--- src/logic/disp_pkg.sv ---
// constants, field layout and types shared by the panel pin engine
//
// How it works
// - disable done is flagged only once the engine is off and the frame on the pins has ended.
// - with the disable done mask at 0 a set disable done flag raises its request.
// - with the disable done mask at 1 the disable done request stays low.
// - the disable done mask never changes the flag nor how hardware sets and clears it.
// - each frame start loads the current address from the base address and sets base update.
// - with the base update mask at 0 a set base update flag raises its request.
// - with the base update mask at 1 the base update request stays low.
// - the base update mask never changes the flag nor how hardware sets and clears it.
// - colour dual panel drives upper rows on the data pins, lower rows on gpio 9..2, first on 9.
// - clearing enable lets the current frame finish, then the engine stops and flags done.
package disp_pkg;
   // register byte offsets
   localparam logic [7:0] CTRL_OFF = 8'h00;
   localparam logic [7:0] STAT_OFF = 8'h04;
   localparam logic [7:0] BASE_OFF = 8'h08;
   localparam logic [7:0] CUR_OFF = 8'h0C;
   localparam logic [7:0] GEOM_OFF = 8'h10;
   localparam logic [7:0] DATA_OFF = 8'h14;
   // display_control_register_zero fields
   localparam int EN_BIT = 0;
   localparam int MODE_LSB = 1;
   localparam int DD_MASK_BIT = 3;
   localparam int BU_MASK_BIT = 4;
   localparam int CTRL_W = 5;
   localparam logic [4:0] CTRL_RST = 5'h00;
   // display_status_register fields
   localparam int DD_FLAG_BIT = 0;
   localparam int BU_FLAG_BIT = 1;
   localparam int RUN_BIT = 2;
   // geometry: words per line low half, lines per frame high half
   localparam logic [31:0] GEOM_RST = 32'h00F0_0050;
   localparam logic [31:0] ADDR_STEP = 32'h0000_0004;
   // pixel path
   localparam int PIX_W = 16;
   localparam int FIFO_DEPTH = 32;
   typedef enum logic [1:0] {
      MODE_MONO4, MODE_MONO_DUAL, MODE_COLOR, MODE_COLOR_DUAL
   } pin_mode_e;
   typedef enum logic {ST_IDLE, ST_ACTIVE} frame_state_e;
endpackage

--- src/logic/display_pin_engine.sv ---
// pixel fifo and panel pin engine with apb registers
//
// Added by the designer: the register addresses and the APB register port.
`timescale 1ns/1ps
`default_nettype none

module pix_fifo #(
   parameter int WIDTH = 16,
   parameter int DEPTH = 32
) (
   // clock and reset
   input wire logic clk,
   input wire logic rst_b,
   // fill side
   input wire logic in_vld,
   output logic in_rdy,
   input wire logic [WIDTH-1:0] in_data,
   // drain side
   output logic out_vld,
   input wire logic out_rdy,
   output logic [WIDTH-1:0] out_data
);
   localparam int AW = $clog2(DEPTH);
   logic [WIDTH-1:0] mem [DEPTH];
   logic [AW-1:0] wr_ptr_reg, rd_ptr_reg;
   logic [AW:0] count_reg;
   logic push, pop;

   // honest full and empty straight from the fill count
   assign in_rdy = count_reg != (AW+1)'(DEPTH);
   assign out_vld = count_reg != '0;
   assign out_data = mem[rd_ptr_reg];
   assign push = in_vld & in_rdy;
   assign pop = out_vld & out_rdy;

   // storage has no reset, only pointers and the fill count need one
   always_ff @(posedge clk) begin
      if (push) begin
         mem[wr_ptr_reg] <= in_data;
      end
   end

   // pointers wrap at the depth, which need not be a power of two
   always_ff @(posedge clk or negedge rst_b) begin
      if (!rst_b) begin
         wr_ptr_reg <= '0;
         rd_ptr_reg <= '0;
         count_reg <= '0;
      end else begin
         if (push) begin
            wr_ptr_reg <= (wr_ptr_reg == AW'(DEPTH-1)) ? '0 : wr_ptr_reg + 1'b1;
         end
         if (pop) begin
            rd_ptr_reg <= (rd_ptr_reg == AW'(DEPTH-1)) ? '0 : rd_ptr_reg + 1'b1;
         end
         count_reg <= count_reg + (AW+1)'(push) - (AW+1)'(pop);
      end
   end
endmodule

module display_pin_engine #(
   parameter int DEPTH = disp_pkg::FIFO_DEPTH
) (
   // clock and reset
   input wire logic clk,
   input wire logic rst_b,
   // apb slave
   input wire logic [7:0] paddr,
   input wire logic psel,
   input wire logic penable,
   input wire logic pwrite,
   input wire logic [31:0] pwdata,
   output logic [31:0] prdata,
   output logic pready,
   output logic pslverr,
   // panel pins
   output logic [7:0] display_data_pins,
   output logic display_data_oe_b,
   output logic [7:0] gpio_out,
   output logic gpio_oe_b,
   output logic pixel_strobe,
   output logic frame_sync,
   // requests to the interrupt controller
   output logic disable_done_irq,
   output logic base_update_irq
);
   import disp_pkg::*;

   logic [CTRL_W-1:0] ctrl_reg;
   logic [31:0] base_reg, cur_reg, geom_reg, prdata_reg, rd_mux;
   logic disable_done_flag_reg, base_update_flag_reg, gpio_oe_b_reg;
   logic strobe_reg, sync_reg, setup, access, mapped, data_hit, wr_en;
   logic fifo_in_rdy, fifo_vld, shift, last_shift, frame_start, done_set;
   logic display_enable_bit, disable_done_irq_mask, base_update_irq_mask;
   logic [15:0] col_reg, row_reg;
   frame_state_e state_reg;
   logic [7:0] pins_reg, gpio_reg;
   logic [PIX_W-1:0] word;
   pin_mode_e mode;

   assign display_enable_bit = ctrl_reg[EN_BIT];
   assign disable_done_irq_mask = ctrl_reg[DD_MASK_BIT];
   assign base_update_irq_mask = ctrl_reg[BU_MASK_BIT];
   assign mode = pin_mode_e'(ctrl_reg[MODE_LSB +: 2]);

   // apb decode; a full fifo holds pready low so the writer stalls
   assign setup = psel & ~penable;
   assign access = psel & penable;
   assign data_hit = paddr == DATA_OFF;
   assign mapped = paddr inside {CTRL_OFF, STAT_OFF, BASE_OFF, CUR_OFF,
                                 GEOM_OFF, DATA_OFF};
   assign pready = ~(pwrite & data_hit & ~fifo_in_rdy);
   assign pslverr = access & ~mapped;
   assign wr_en = access & pwrite & pready & mapped;
   assign prdata = prdata_reg;

   // read mux; the data port is write only and reads zero
   always_comb begin
      rd_mux = '0;
      case (paddr)
         CTRL_OFF: rd_mux[CTRL_W-1:0] = ctrl_reg;
         STAT_OFF: begin
            rd_mux[DD_FLAG_BIT] = disable_done_flag_reg;
            rd_mux[BU_FLAG_BIT] = base_update_flag_reg;
            rd_mux[RUN_BIT] = state_reg == ST_ACTIVE;
         end
         BASE_OFF: rd_mux = base_reg;
         CUR_OFF: rd_mux = cur_reg;
         GEOM_OFF: rd_mux = geom_reg;
         default: rd_mux = '0;
      endcase
   end

   // read data caught in the setup cycle keeps the access zero wait
   always_ff @(posedge clk or negedge rst_b) begin
      if (!rst_b) begin
         prdata_reg <= '0;
      end else if (setup & ~pwrite) begin
         prdata_reg <= rd_mux;
      end
   end

   // software registers
   always_ff @(posedge clk or negedge rst_b) begin
      if (!rst_b) begin
         ctrl_reg <= CTRL_RST;
         base_reg <= '0;
         geom_reg <= GEOM_RST;
      end else if (wr_en) begin
         case (paddr)
            CTRL_OFF: ctrl_reg <= pwdata[CTRL_W-1:0];
            BASE_OFF: base_reg <= pwdata;
            GEOM_OFF: geom_reg <= pwdata;
            default: ;
         endcase
      end
   end

   pix_fifo #(.WIDTH(PIX_W), .DEPTH(DEPTH)) u_fifo (
      .clk(clk),
      .rst_b(rst_b),
      .in_vld(wr_en & data_hit),
      .in_rdy(fifo_in_rdy),
      .in_data(pwdata[PIX_W-1:0]),
      .out_vld(fifo_vld),
      .out_rdy(state_reg == ST_ACTIVE),
      .out_data(word)
   );

   // one fifo word leaves per shift; an empty fifo stalls the raster
   assign shift = (state_reg == ST_ACTIVE) & fifo_vld;
   assign last_shift = shift & (col_reg == geom_reg[15:0] - 16'h0001)
                     & (row_reg == geom_reg[31:16] - 16'h0001);
   assign frame_start = display_enable_bit &
                        ((state_reg == ST_IDLE) | last_shift);
   assign done_set = last_shift & ~display_enable_bit;

   // frame sequencer: enable is looked at only on frame boundaries
   always_ff @(posedge clk or negedge rst_b) begin
      if (!rst_b) begin
         state_reg <= ST_IDLE;
      end else begin
         case (state_reg)
            ST_IDLE: if (display_enable_bit) state_reg <= ST_ACTIVE;
            ST_ACTIVE: if (done_set) state_reg <= ST_IDLE;
            default: state_reg <= ST_IDLE;
         endcase
      end
   end

   // column and line counters
   always_ff @(posedge clk or negedge rst_b) begin
      if (!rst_b) begin
         col_reg <= '0;
         row_reg <= '0;
      end else if (state_reg == ST_IDLE) begin
         col_reg <= '0;
         row_reg <= '0;
      end else if (shift) begin
         if (col_reg == geom_reg[15:0] - 16'h0001) begin
            col_reg <= '0;
            row_reg <= last_shift ? 16'h0000 : row_reg + 16'h0001;
         end else begin
            col_reg <= col_reg + 16'h0001;
         end
      end
   end

   // current address reloads at each frame start, steps per word
   always_ff @(posedge clk or negedge rst_b) begin
      if (!rst_b) begin
         cur_reg <= '0;
      end else if (frame_start) begin
         cur_reg <= base_reg;
      end else if (shift) begin
         cur_reg <= cur_reg + ADDR_STEP;
      end
   end

   // sticky flags, write one to clear; a set in the same cycle wins
   always_ff @(posedge clk or negedge rst_b) begin
      if (!rst_b) begin
         disable_done_flag_reg <= 1'b0;
         base_update_flag_reg <= 1'b0;
      end else begin
         // masks play no part here, only in the requests
         if (done_set) begin
            disable_done_flag_reg <= 1'b1;
         end else if (wr_en && paddr == STAT_OFF && pwdata[DD_FLAG_BIT]) begin
            disable_done_flag_reg <= 1'b0;
         end
         if (frame_start) begin
            base_update_flag_reg <= 1'b1;
         end else if (wr_en && paddr == STAT_OFF && pwdata[BU_FLAG_BIT]) begin
            base_update_flag_reg <= 1'b0;
         end
      end
   end

   // masks gate only the requests
   assign disable_done_irq = disable_done_flag_reg & ~disable_done_irq_mask;
   assign base_update_irq = base_update_flag_reg & ~base_update_irq_mask;

   // pin formatter; pins hold their value between shifts
   always_ff @(posedge clk or negedge rst_b) begin
      if (!rst_b) begin
         pins_reg <= '0;
         gpio_reg <= '0;
      end else if (shift) begin
         case (mode)
            MODE_MONO4: begin
               pins_reg <= {4'h0, word[3:0]};
               gpio_reg <= '0;
            end
            MODE_MONO_DUAL: begin
               pins_reg <= {word[11:8], word[3:0]};
               gpio_reg <= '0;
            end
            MODE_COLOR: begin
               pins_reg <= word[7:0];
               gpio_reg <= '0;
            end
            MODE_COLOR_DUAL: begin
               pins_reg <= word[7:0];
               gpio_reg <= word[15:8];
            end
            default: begin
               pins_reg <= '0;
               gpio_reg <= '0;
            end
         endcase
      end
   end

   // pin ownership and strobes; idle hands pins back to the pin unit
   always_ff @(posedge clk or negedge rst_b) begin
      if (!rst_b) begin
         gpio_oe_b_reg <= 1'b1;
         strobe_reg <= 1'b0;
         sync_reg <= 1'b0;
      end else begin
         gpio_oe_b_reg <= ~(state_reg == ST_ACTIVE && mode == MODE_COLOR_DUAL);
         strobe_reg <= shift;
         sync_reg <= frame_start;
      end
   end

   assign display_data_pins = pins_reg;
   assign display_data_oe_b = state_reg != ST_ACTIVE;
   assign gpio_out = gpio_reg;
   assign gpio_oe_b = gpio_oe_b_reg;
   assign pixel_strobe = strobe_reg;
   assign frame_sync = sync_reg;
endmodule

`default_nettype wire

--- config.mk ---
export PLATFORM = sky130hd
export DESIGN_NAME = display_pin_engine
export DESIGN_NICKNAME = d
export VERILOG_FILES = /design/src/logic/disp_pkg.sv /design/src/logic/display_pin_engine.sv
export SDC_FILE = /design/constraint.sdc
export NUM_CORES = 1
export LEC_CHECK = 0
export ABC_CLOCK_PERIOD_IN_PS = 4100
export BUFFER_PORTS_ARGS = -buffer_cell sky130_fd_sc_hd__buf_4
export CAP_MARGIN = 10
export CELL_PAD_IN_SITES_DETAIL_PLACEMENT = 0
export CELL_PAD_IN_SITES_GLOBAL_PLACEMENT = 1
export CORE_MARGIN = 8
export CORE_UTILIZATION = 45
export CTS_BUF_LIST = sky130_fd_sc_hd__clkbuf_4 sky130_fd_sc_hd__clkbuf_8
export CTS_CLUSTER_SIZE = 16
export DETAILED_ROUTE_END_ITERATION = 8
export HOLD_SLACK_MARGIN = 0.08
export PLACE_DENSITY_LB_ADDON = 0.1
export SLEW_MARGIN = 20
export SYNTH_ARGS = -nofsm -noshare
export SYNTH_HDL_FRONTEND = slang
export SYNTH_HIERARCHICAL = 1
export SYNTH_SLANG_ARGS = --single-unit
--- constraint.sdc ---
create_clock -name clk -period 4.1 [get_ports clk]
set_input_delay 0 -clock clk [delete_from_list [all_inputs] [get_ports clk]]
set_output_delay 0 -clock clk [all_outputs]
set_load 0.01 [all_outputs]
-- After elaboration in Yosys (flattened, before gate mapping)
Memory sizes are Yosys's and may differ from the RTL's.
Index checks and enable logic that the tools add are counted.
- output and inout bits: 56
- memories: 1
- bits of input ports: 45
- memory bits (writable): 512
- logic and storage cells: 114
- register bits after elaboration: 203
- multiplexer cells: 25
- reductions and logical operators: 17
- $add $sub $neg: 9
- bitwise logic cells: 29
- equality and inequality tests: 15
- memories (name ; depth ; bits a word ; read ports ; clocked after memory_dff ; wr ports ; line ; text):
    u_fifo.mem ; 32 ; 16 ; 1 ; 0 ; 1 ; display_pin_engine.sv:24 ; logic [WIDTH-1:0] mem [DEPTH];
- operators with widths (cell ; number):
    $mux 16 ; 7
    $pmux 27 s3 ; 1
    $mux 32 ; 2
    $add 16x1->16 const B ; 2
    $add 32x3->32 const B ; 1
    $eq 16x16->1 ; 2
    $sub 16x1->16 const B ; 2
    $pmux 8 s3 ; 1
    $and 1x1->1 ; 18
    $eq 8x4->1 const B ; 2
    $eq 8x5->1 const B ; 2
    $pmux 8 s2 ; 1
    $pmux 3 s5 ; 1
    $reduce_bool 6->1 ; 2
    $add 5x1->5 const B ; 2
    $eq 5x5->1 const B ; 2
    $mux 5 ; 2
    $not 1->1 ; 10
    $eq 8x3->1 const B ; 1
    $logic_not 8->1 ; 1
    $mux 1 ; 8
    $pmux 2 s4 ; 1
    $reduce_and 2->1 ; 4
    $add 6x1->6 ; 1
    13 further kinds ; 19

-- Logic depth before layout (Yosys ltp)
Gate-level depths: netlist (run 1).
- depth in word-level cells: 10
- mapped depth: 16
- gate-level depth less buffers: 15

-- Hierarchy
The synthesis (run 1) kept the hierarchy.
- modules (own cells, without submodules) (module ; cells each ; seq. area each (um2) ; area each (um2) ; times used):
    pix_fifo ; 989 ; 15775.1 ; 20636.0 ; 1
    display_pin_engine ; 953 ; 4688.2 ; 9963.3 ; 1

-- Least setup slack after synthesis (run 1)
OpenSTA, ideal clock, no wires.
- path type: reg-to-reg
- from: register geom_reg[0]
- to: register cur_reg[10]
- clock period less this slack: 3641 ps
- arrival time: 3516 ps
- path buffers: 3
- required time: 3975 ps
- path slack: 459 ps
- setup time: 125 ps
- stages on the path, launching flop included: 14
- cell sequence: dfrtp_1 -> clkbuf_1 -> inv_1 -> ha_1 -> buf_2 -> or4b_4 -> or3_1 -> a2111oi_4 -> o2111ai_1 -> a211o_1 -> o31ai_4 -> nand2_4 -> buf_6 -> mux2_4
- word-level cells in the longest chain between the ends: 7
- elaborated cells on any way between the ends: 8
- those cells by class: 1 x add/sub; 1 x eq/ne; 1 x mux; 4 x bitwise; 1 x reduce/logical
- ends and longest elaborated chain (element ; line ; text):
    from (decl) ; display_pin_engine.sv:90 ; logic [31:0] base_reg, cur_reg, geom_reg, prdata_reg, rd_mux;
    from (signal assigned) ; display_pin_engine.sv:153 ; GEOM_OFF: geom_reg <= pwdata;
    $sub 16x1->16 * ; display_pin_engine.sv:172 ; assign last_shift = shift & (col_reg == geom_reg[15:0] - 16'h0001)
    $eq 16x16->1 * ; display_pin_engine.sv:172 ;
    $and 1x1->1 * ; display_pin_engine.sv:172 ;
    $and 1x1->1 * ; display_pin_engine.sv:173 ; & (row_reg == geom_reg[31:16] - 16'h0001);
    $or 1x1->1 * ; display_pin_engine.sv:175 ; ((state_reg == ST_IDLE) | last_shift);
    $and 1x1->1 * ; display_pin_engine.sv:174 ; assign frame_start = display_enable_bit &
    $mux 32 / $reduce_bool 2->1 (equally long branches) ; -- ;
    to (signal assigned) ; display_pin_engine.sv:214 ; cur_reg <= base_reg;
    to (signal assigned) ; display_pin_engine.sv:216 ; cur_reg <= cur_reg + ADDR_STEP;
    to (decl) ; display_pin_engine.sv:90 ;
Every way passes the cells marked *; elsewhere a longest branch is shown, timed or not.
A chain may end at the register's enable or synchronous reset.

-- Worst setup path after layout (run 1)
- from: register geom_reg[0]
- to: register cur_reg[30]
The elaborated chain is that of the path after synthesis.

==> results by group, run 1 <==
Run status
  • Status: completed

Worst setup path
  • Critical path required time: 4660 ps
  • Capturing element type of the critical path: register
  • Crit path max-delay family: compound AO/OA/AOI/OAI gates
  • Startpoint Class: register
  • Crit path DAT: 4510 ps
  • Crit Path Class: register to register
  • CP max FO: 33
  • CP Cell Sequence: inv_1, ha_1, or4b_4, or3_1, a2111oi_4, o2111ai_1, a211o_1, o31ai_4, nand2_4, mux2_4
  • CP Buf/Inv Count: 1
  • CP max stage cell: or4b_4
  • Slowest Stage Delay on Critical Path: roughly 490 ps

Place
  • Placer Congestion: 0.849
  • Area after DPL: 32,600 um^2
  • Port Buffer Count: 100
  • Final HPWL DP: 50,300 um
  • Dpl cells: between 2,000 and 3,000

Route
  • Routed WL: 81,100 um
  • DR iter-0 viols: 1,338
  • DRC: 0
  • DR WL/cell: 25.6 um
  • Avg Vias per Cell: ~5.7
  • DRT Pass-1 Iters: 5
  • Antenna Nets Post-Route: 0
  • Via count: around 18,000

Clocking
  • H-tree depth: 3
  • Clock Sinks: a little over 700
  • CTS root buffer: clkbuf_8
  • CTS max path bufs: 3
  • Cts bufs inserted: ~120
  • Clock slew seen by the registers of the worst setup and hold paths: 60 ps
  • CTS tree: done
  • Worst skew pair latency: around 700 ps

Timing
  • Fmax: 254 MHz
  • Final Hold Vio Count: 0
  • Slew headroom: 32.6%
  • Setup TNS: 0 ps
  • Final min period: 3940 ps
  • Max Slew Vio Count: 0
  • Final Skew: 48.8 ps
  • RSZ-0062 raised after global routing: false
  • Part of the cycle the worst path needs: a little over nine tenths
  • Slew @ Worst Pin: 1010 ps
  • Final Setup Violations: 0

Hold path
  • Hold crit path type: primary input to register

Job
  • Max-cap violations: 0

Power and ir drop
  • Power density over the cells: 538 nW/um^2
  • Maximum VDD drop: slightly below 0.0004 V
  • Leak: ~13 nW

Layout
  • Number of flip-flops in the largest register: 512
  • Layout Area Growth over Synthesis: 16.6%
  • Layout Nets: 2,263
  • Fin area: around 36,000 um^2
  • Layout cells sized above 1: 26.8%
  • Final Core Density: 53.0%
  • Non-filler instance count after layout: ~3,200
  • Most flops, register: u_fifo/mem

Synthesis
  • Synth top area share: 50.2%
  • Yosys reg bits: between 700 and 800
  • Syn Area/Cell: 15.8 um^2
  • YS warnings: 6
  • Syn Nets: 2,009
  • Most frequent cell after synthesis: edfxtp_1
  • Yosys cell types: 80
  • Post-synthesis sequential area ratio: 66.9%
  • Post-synth top cells: 512 x edfxtp_1, 196 x dfrtp_1, 109 x nor2_1
  • Primary FF master, synth: edfxtp_1
  • Biggest area consumer among synthesized cells: edfxtp_1
  • Top post-synthesis cells by area: edfxtp_1 50%, dfrtp_1 16%, mux4_2 6.8%
  • Syn Std Cell Area: slightly above 30,000 um^2
  • Post-Synthesis Cells: roughly 1,900
  • Async set or reset register ratio after synthesis: 28.4%
  • Post-synth EDFFs: 512

Floorplanning
  • Die Wd: around 280 um
  • # IOs: 101
  • Die Span Y: 277 um
  • Row Count: 95
  • Die area: 76,600 um^2
  • Core box area: 67,300 um^2
  • Initial Util: ~45%

Global routing
  • First-pass GRT wire length: 122,000 um
  • Number of global-route vias before repair: 19,100
  • Remaining Overflow, GRT: 0
  • Initial antenna violation count: 5
  • GRT Total Usage: 21.0%
  • Largest net degree at the start of global routing: 99
cells in the final DEF (no fill, tap or decap), types with 19 or more instances in the layout:
master,Yosys,routed
a22oi_1,48,48
dlygate4sd3_1,0,62
a21oi_1,47,47
ha_1,21,21
xor2_1,36,36
nand3_1,40,40
nand2_1,104,104
nand4_1,27,27
mux2_2,71,71
edfxtp_1,512,512
mux4_2,92,92
dfrtp_1,196,193
inv_1,30,30
clkinv_1,1,19
buf_4,9,179
a22o_1,54,54
xnor2_1,58,58
nor3_1,24,23
clkbuf_8,0,138
mux2i_1,67,67
o21ai_0,62,62
clkbuf_4,0,43
and3_1,20,20
nor2_1,109,107
mux2_4,26,26
layer usage:
metal / GRT usage [%] / share of wire, % / vias up
met5: 0 / 0 / -
met4: 6.45 / 2.8 / 0
met3: 3.13 / 4.1 / 126
met2: 35.0 / 49 / 481
met1: 28.3 / 44 / 9367
li1: - / - / 8118
logic make-up (layout without fill, tap and decap cells):
group	after synthesis	count (layout)	synth area share [%]
AO/OA/AOI/OAI	308	308	7.50
XOR/XNOR	94	94	2.69
adder cells (fa/ha/maj)	22	22	0.924
buffers and inverters	142	490	2.24
flip-flops	715	715	66.9
multiplexers	261	261	13.3
other	0	2	0
AND/OR/NAND/NOR	400	400	6.49
through the flow:
| stage | worst slack, ps | hold WS, ps | power (W) |
|---|---|---|---|
| 3_3_place_gp | 245 | 117 | 0.0130 |
| 2_1_floorplan | 459 | -296 | 0.0115 |
| 5_1_grt | 36.9 | 245 | 0.0200 |
| 3_5_place_dp | 187 | 131 | 0.0130 |
| 6_report | 156 | 258 | 0.0192 |
| 4_1_cts | 173 | 185 | 0.0194 |
power by group:
part / switching (W) / leakage (nW) / internal, W
Sequential: 0.000384 / 7.28 / 0.00795
Combinational: 0.00249 / 4.69 / 0.00202
Clock: 0.00283 / 1.29 / 0.00351
timing repair:
| item | 4_1_cts | 5_1_grt |
|---|---|---|
| hold buffers | 63 | 0 |
| endpoints found under the setup margin | 0 | 21 |
| gates resized for setup | 0 | 2 |
| hold endpoints to repair | 781 | 0 |
| setup buffers | 0 | 0 |
worst paths after layout:
path / startpoint / endpoint / slack [ps] / depth (start not counted)
worst max-delay path: geom_reg[0] / cur_reg[30] / 160 / 10
worst min-delay path: paddr[4] / prdata[0] / 260 / 5
worst max register to register: geom_reg[0] / cur_reg[30] / 160 / 10
worst min register to register: display_data_pins[3] / display_data_pins[3] / 480 / 2
max in group asynchronous: rst_b / u_fifo/rd_ptr_reg[2] / 3010 / 4
min in group asynchronous: rst_b / geom_reg[22] / 430 / 3
tightest hold or removal path: stages:
cell	delay [ps]
dlygate4sd3_1	530
buf_4	170
o21ai_0	100
o21ai_0	80
o31ai_1	60
layout make-up:
class	instances	area, um^2
Tap cell	873	1090
Clock buffer	181	2220
Multi-Input combinational cell	1085	9500
Inverter	32	120
Sequential cell	715	20500
Timing Repair Buffer	246	2070
Fill cell	5513	31600
Antenna cell	2	5.00
Clock inverter	31	191
Note: power is estimated with default switching activity, not from simulation.
==> run 2: changes to the inputs <==
ABC_AREA = 1   (was default)
==> results by group, run 2 <==
Synthesis
  • Async set or reset register ratio after synthesis: ~28%
  • Simple-gate portion of the synthesized area: 23.1%
  • Xor/xnor share of the synthesized area: 1.98%
  • Syn Std Cell Area: approximately 33,000 um^2
  • Post-synthesis sequential area ratio: 61.9%
  • Compound-Gate Fraction of Synth Area: 4.57%
  • Most frequent cell after synthesis: nand2_1
  • Syn Area/Cell: 9.44 um^2
  • Largest family of logic cells by synthesized area: simple AND/OR/NAND/NOR gates
  • Synth top area share: between 40% and 50%
  • Post-synth top cells: 1,112 x nand2_1, 512 x edfxtp_1, 436 x inv_1
  • Biggest area consumer among synthesized cells: edfxtp_1
  • Post-Synthesis Cells: 3,500
  • Yosys cell types: 50
  • Post-Synth Adder-Cell Area: 0.855%
  • Top post-synthesis cells by area: edfxtp_1 47%, dfrtp_1 15%, nand2_1 13%
  • Primary FF master, synth: edfxtp_1
  • YS warnings: 6
  • Yosys reg bits: 715
  • Syn Nets: 3,567
  • Post-synth EDFFs: 512
  • Mux share of post-synthesis cell area: 0%

Timing
  • Final min period: between 3000 and 4000 ps
  • Slew headroom: 33.9%
  • Fmax: 291 MHz
  • Setup TNS: 0 ps
  • Final Skew: 30.1 ps
  • Part of the cycle the worst path needs: between 80% and 90%
  • Slew @ Worst Pin: 990 ps
  • RSZ-0062 raised after global routing: false
  • Max Slew Vio Count: 0
  • Final Setup Violations: 0
  • Final Hold Vio Count: 0
  • Final WS setup: approximately 660 ps

Layout
  • FF/Latch Area: around 20,000 um^2
  • Layout Area Growth over Synthesis: 15.5%
  • Non-filler instance count after layout: 4,785
  • Layout Nets: 3,788
  • Commonest non-fill, non-tap cell in the layout: nand2_1
  • Fillers: 6,761
  • Layout cells sized above 1: 11.9%
  • Footprint of the multi-input gates: between 10,000 and 15,000 um^2
  • Number of flip-flops in the largest register: 512
  • Most flops, register: u_fifo/mem
  • Commonest non-fill, non-tap cells in the layout: 1,110 x nand2_1, 512 x edfxtp_1, 435 x inv_1

Job
  • Max-cap violations: 0

Global routing
  • Largest net degree at the start of global routing: 98
  • Busiest layer in global routing: met2
  • GR met3 Demand/Resource: under 10%
  • First-pass GRT wire length: 149,000 um
  • Initial antenna violation count: 4
  • GRT Total Usage: 23.6%
  • GR Util met2: 34.9%
  • Remaining Overflow, GRT: 0
  • Number of global-route vias before repair: 24,900
  • Grt met1 use: between 30% and 40%

Floorplanning
  • Die Span Y: 287 um
  • Die Wd: between 200 and 300 um
  • Core box area: roughly 73,000 um^2
  • Initial Util: 45.4%
  • Row Count: just under 100
  • Die area: just over 80,000 um^2
  • # IOs: 101

Place
  • Port Buffer Count: 100
  • Dpl cells: 4,482
  • Dpl ws: 847 ps
  • Placer Congestion: 0.857
  • Final HPWL DP: 60,700 um

Power and ir drop
  • Maximum VDD drop: just under 0.0003 V
  • Total power: 0.0159 W
  • Leak: 16.6 nW
  • Power density over the cells: 418 nW/um^2

Run status
  • Status: completed

Route
  • DR WL/cell: 20.4 um
  • DR iter-0 viols: around 2,100
  • DRC: 0
  • Avg Vias per Cell: approximately 5.2
  • Antenna Nets Post-Route: 0
  • DRT Pass-1 Iters: 5
  • Via count: 25,100
  • Routed WL: 97,500 um

Worst setup path
  • Critical path required time: around 4800 ps
  • Capturing element type of the critical path: register
  • CP max FO: 9
  • Startpoint Class: primary input
  • Crit Path Class: primary input to register
  • Crit path DAT: 4100 ps

Clocking
  • CTS tree: done
  • Worst skew pair latency: around 760 ps
  • CTS root buffer: clkbuf_8
  • CTS max path bufs: 3
  • Cts bufs inserted: 130
  • Post-CTS sizing: 0
  • Clock Sinks: 715
  • H-tree depth: 4
  • Clock slew seen by the registers of the worst setup and hold paths: 50 ps

Hold path
  • Hold crit path type: primary input to register
==> run 2: timing repair <==
action                    4_1_cts  5_1_grt
setup buffers                   0        0
hold endpoints to repair      809        0
hold buffers                   66        0
==> run 2: kinds of logic after synthesis <==
family,after synthesis
flops,715
simple gates,1810
buf+inv,611
compound gates,269
fa+ha+maj,22
xor+xnor,73
==> run 2: per-stage QoR <==
| stage | cell area (um^2) | utilization [%] | hold WS, ps |
|---|---|---|---|
| floorplan | 33100 | - | -296 |
| global placement | 34900 | 48.0 | 116 |
| detailed placement | 34900 | 48.0 | 132 |
| CTS | 38200 | 52.4 | 82.5 |
| global route | 38200 | 52.4 | 113 |
| finish | 38200 | 52.4 | 138 |
==> run 2: path summary, 6_finish.rpt <==
check                      cells after the start  slack [ps]                    to                 start
max reg2reg                                   16         800   u_fifo/count_reg[4]   u_fifo/count_reg[2]
max                                           17         660   u_fifo/count_reg[4]              paddr[7]
min in group asynchronous                      3         430          geom_reg[21]                 rst_b
min reg2reg                                    2         480  display_data_pins[2]  display_data_pins[2]
min                                            4         140          geom_reg[26]            pwdata[26]
max in group asynchronous                      4        3060           base_reg[3]                 rst_b
==> run 2: final cells by class <==
class / count / area share [%]
Inverter: 455 / 4.50
Multi-Input combinational cell: 2174 / 26.4
Clock inverter: 54 / 0.803
Sequential cell: 715 / 53.6
Tap cell: 959 / 3.14
Clock buffer: 182 / 5.89
Timing Repair Buffer: 245 / 5.61
Antenna cell: 1 / 0.00655
==> run 2: power by group <==
group / total, W / switching [W] / internal [W]
Clock: 0.00663 / 0.00301 / 0.00362
Sequential: 0.00788 / 0.0000677 / 0.00782
Combinational: 0.00143 / 0.000983 / 0.000449
==> run 2: worst max-delay path, cell delays in order <==
cell and delay (ps):
dlygate4sd3_1 540, buf_4 140, nor3_1 310, dlygate4sd3_1 650, nand2_1 90, a21oi_1 200
nand3_1 110, nor3_1 200, nand2_2 260, ha_1 420, inv_1 50, ha_1 220
fa_1 440, a21oi_1 150, nor2_1 50, nor2_1 110, xor2_1 160
==> run 2: metal layers <==
layer	share of wire [%]	wire (um)
met5	0	0
met4	2.9	2850
met3	6.8	6590
met2	44	42700
met1	47	45400
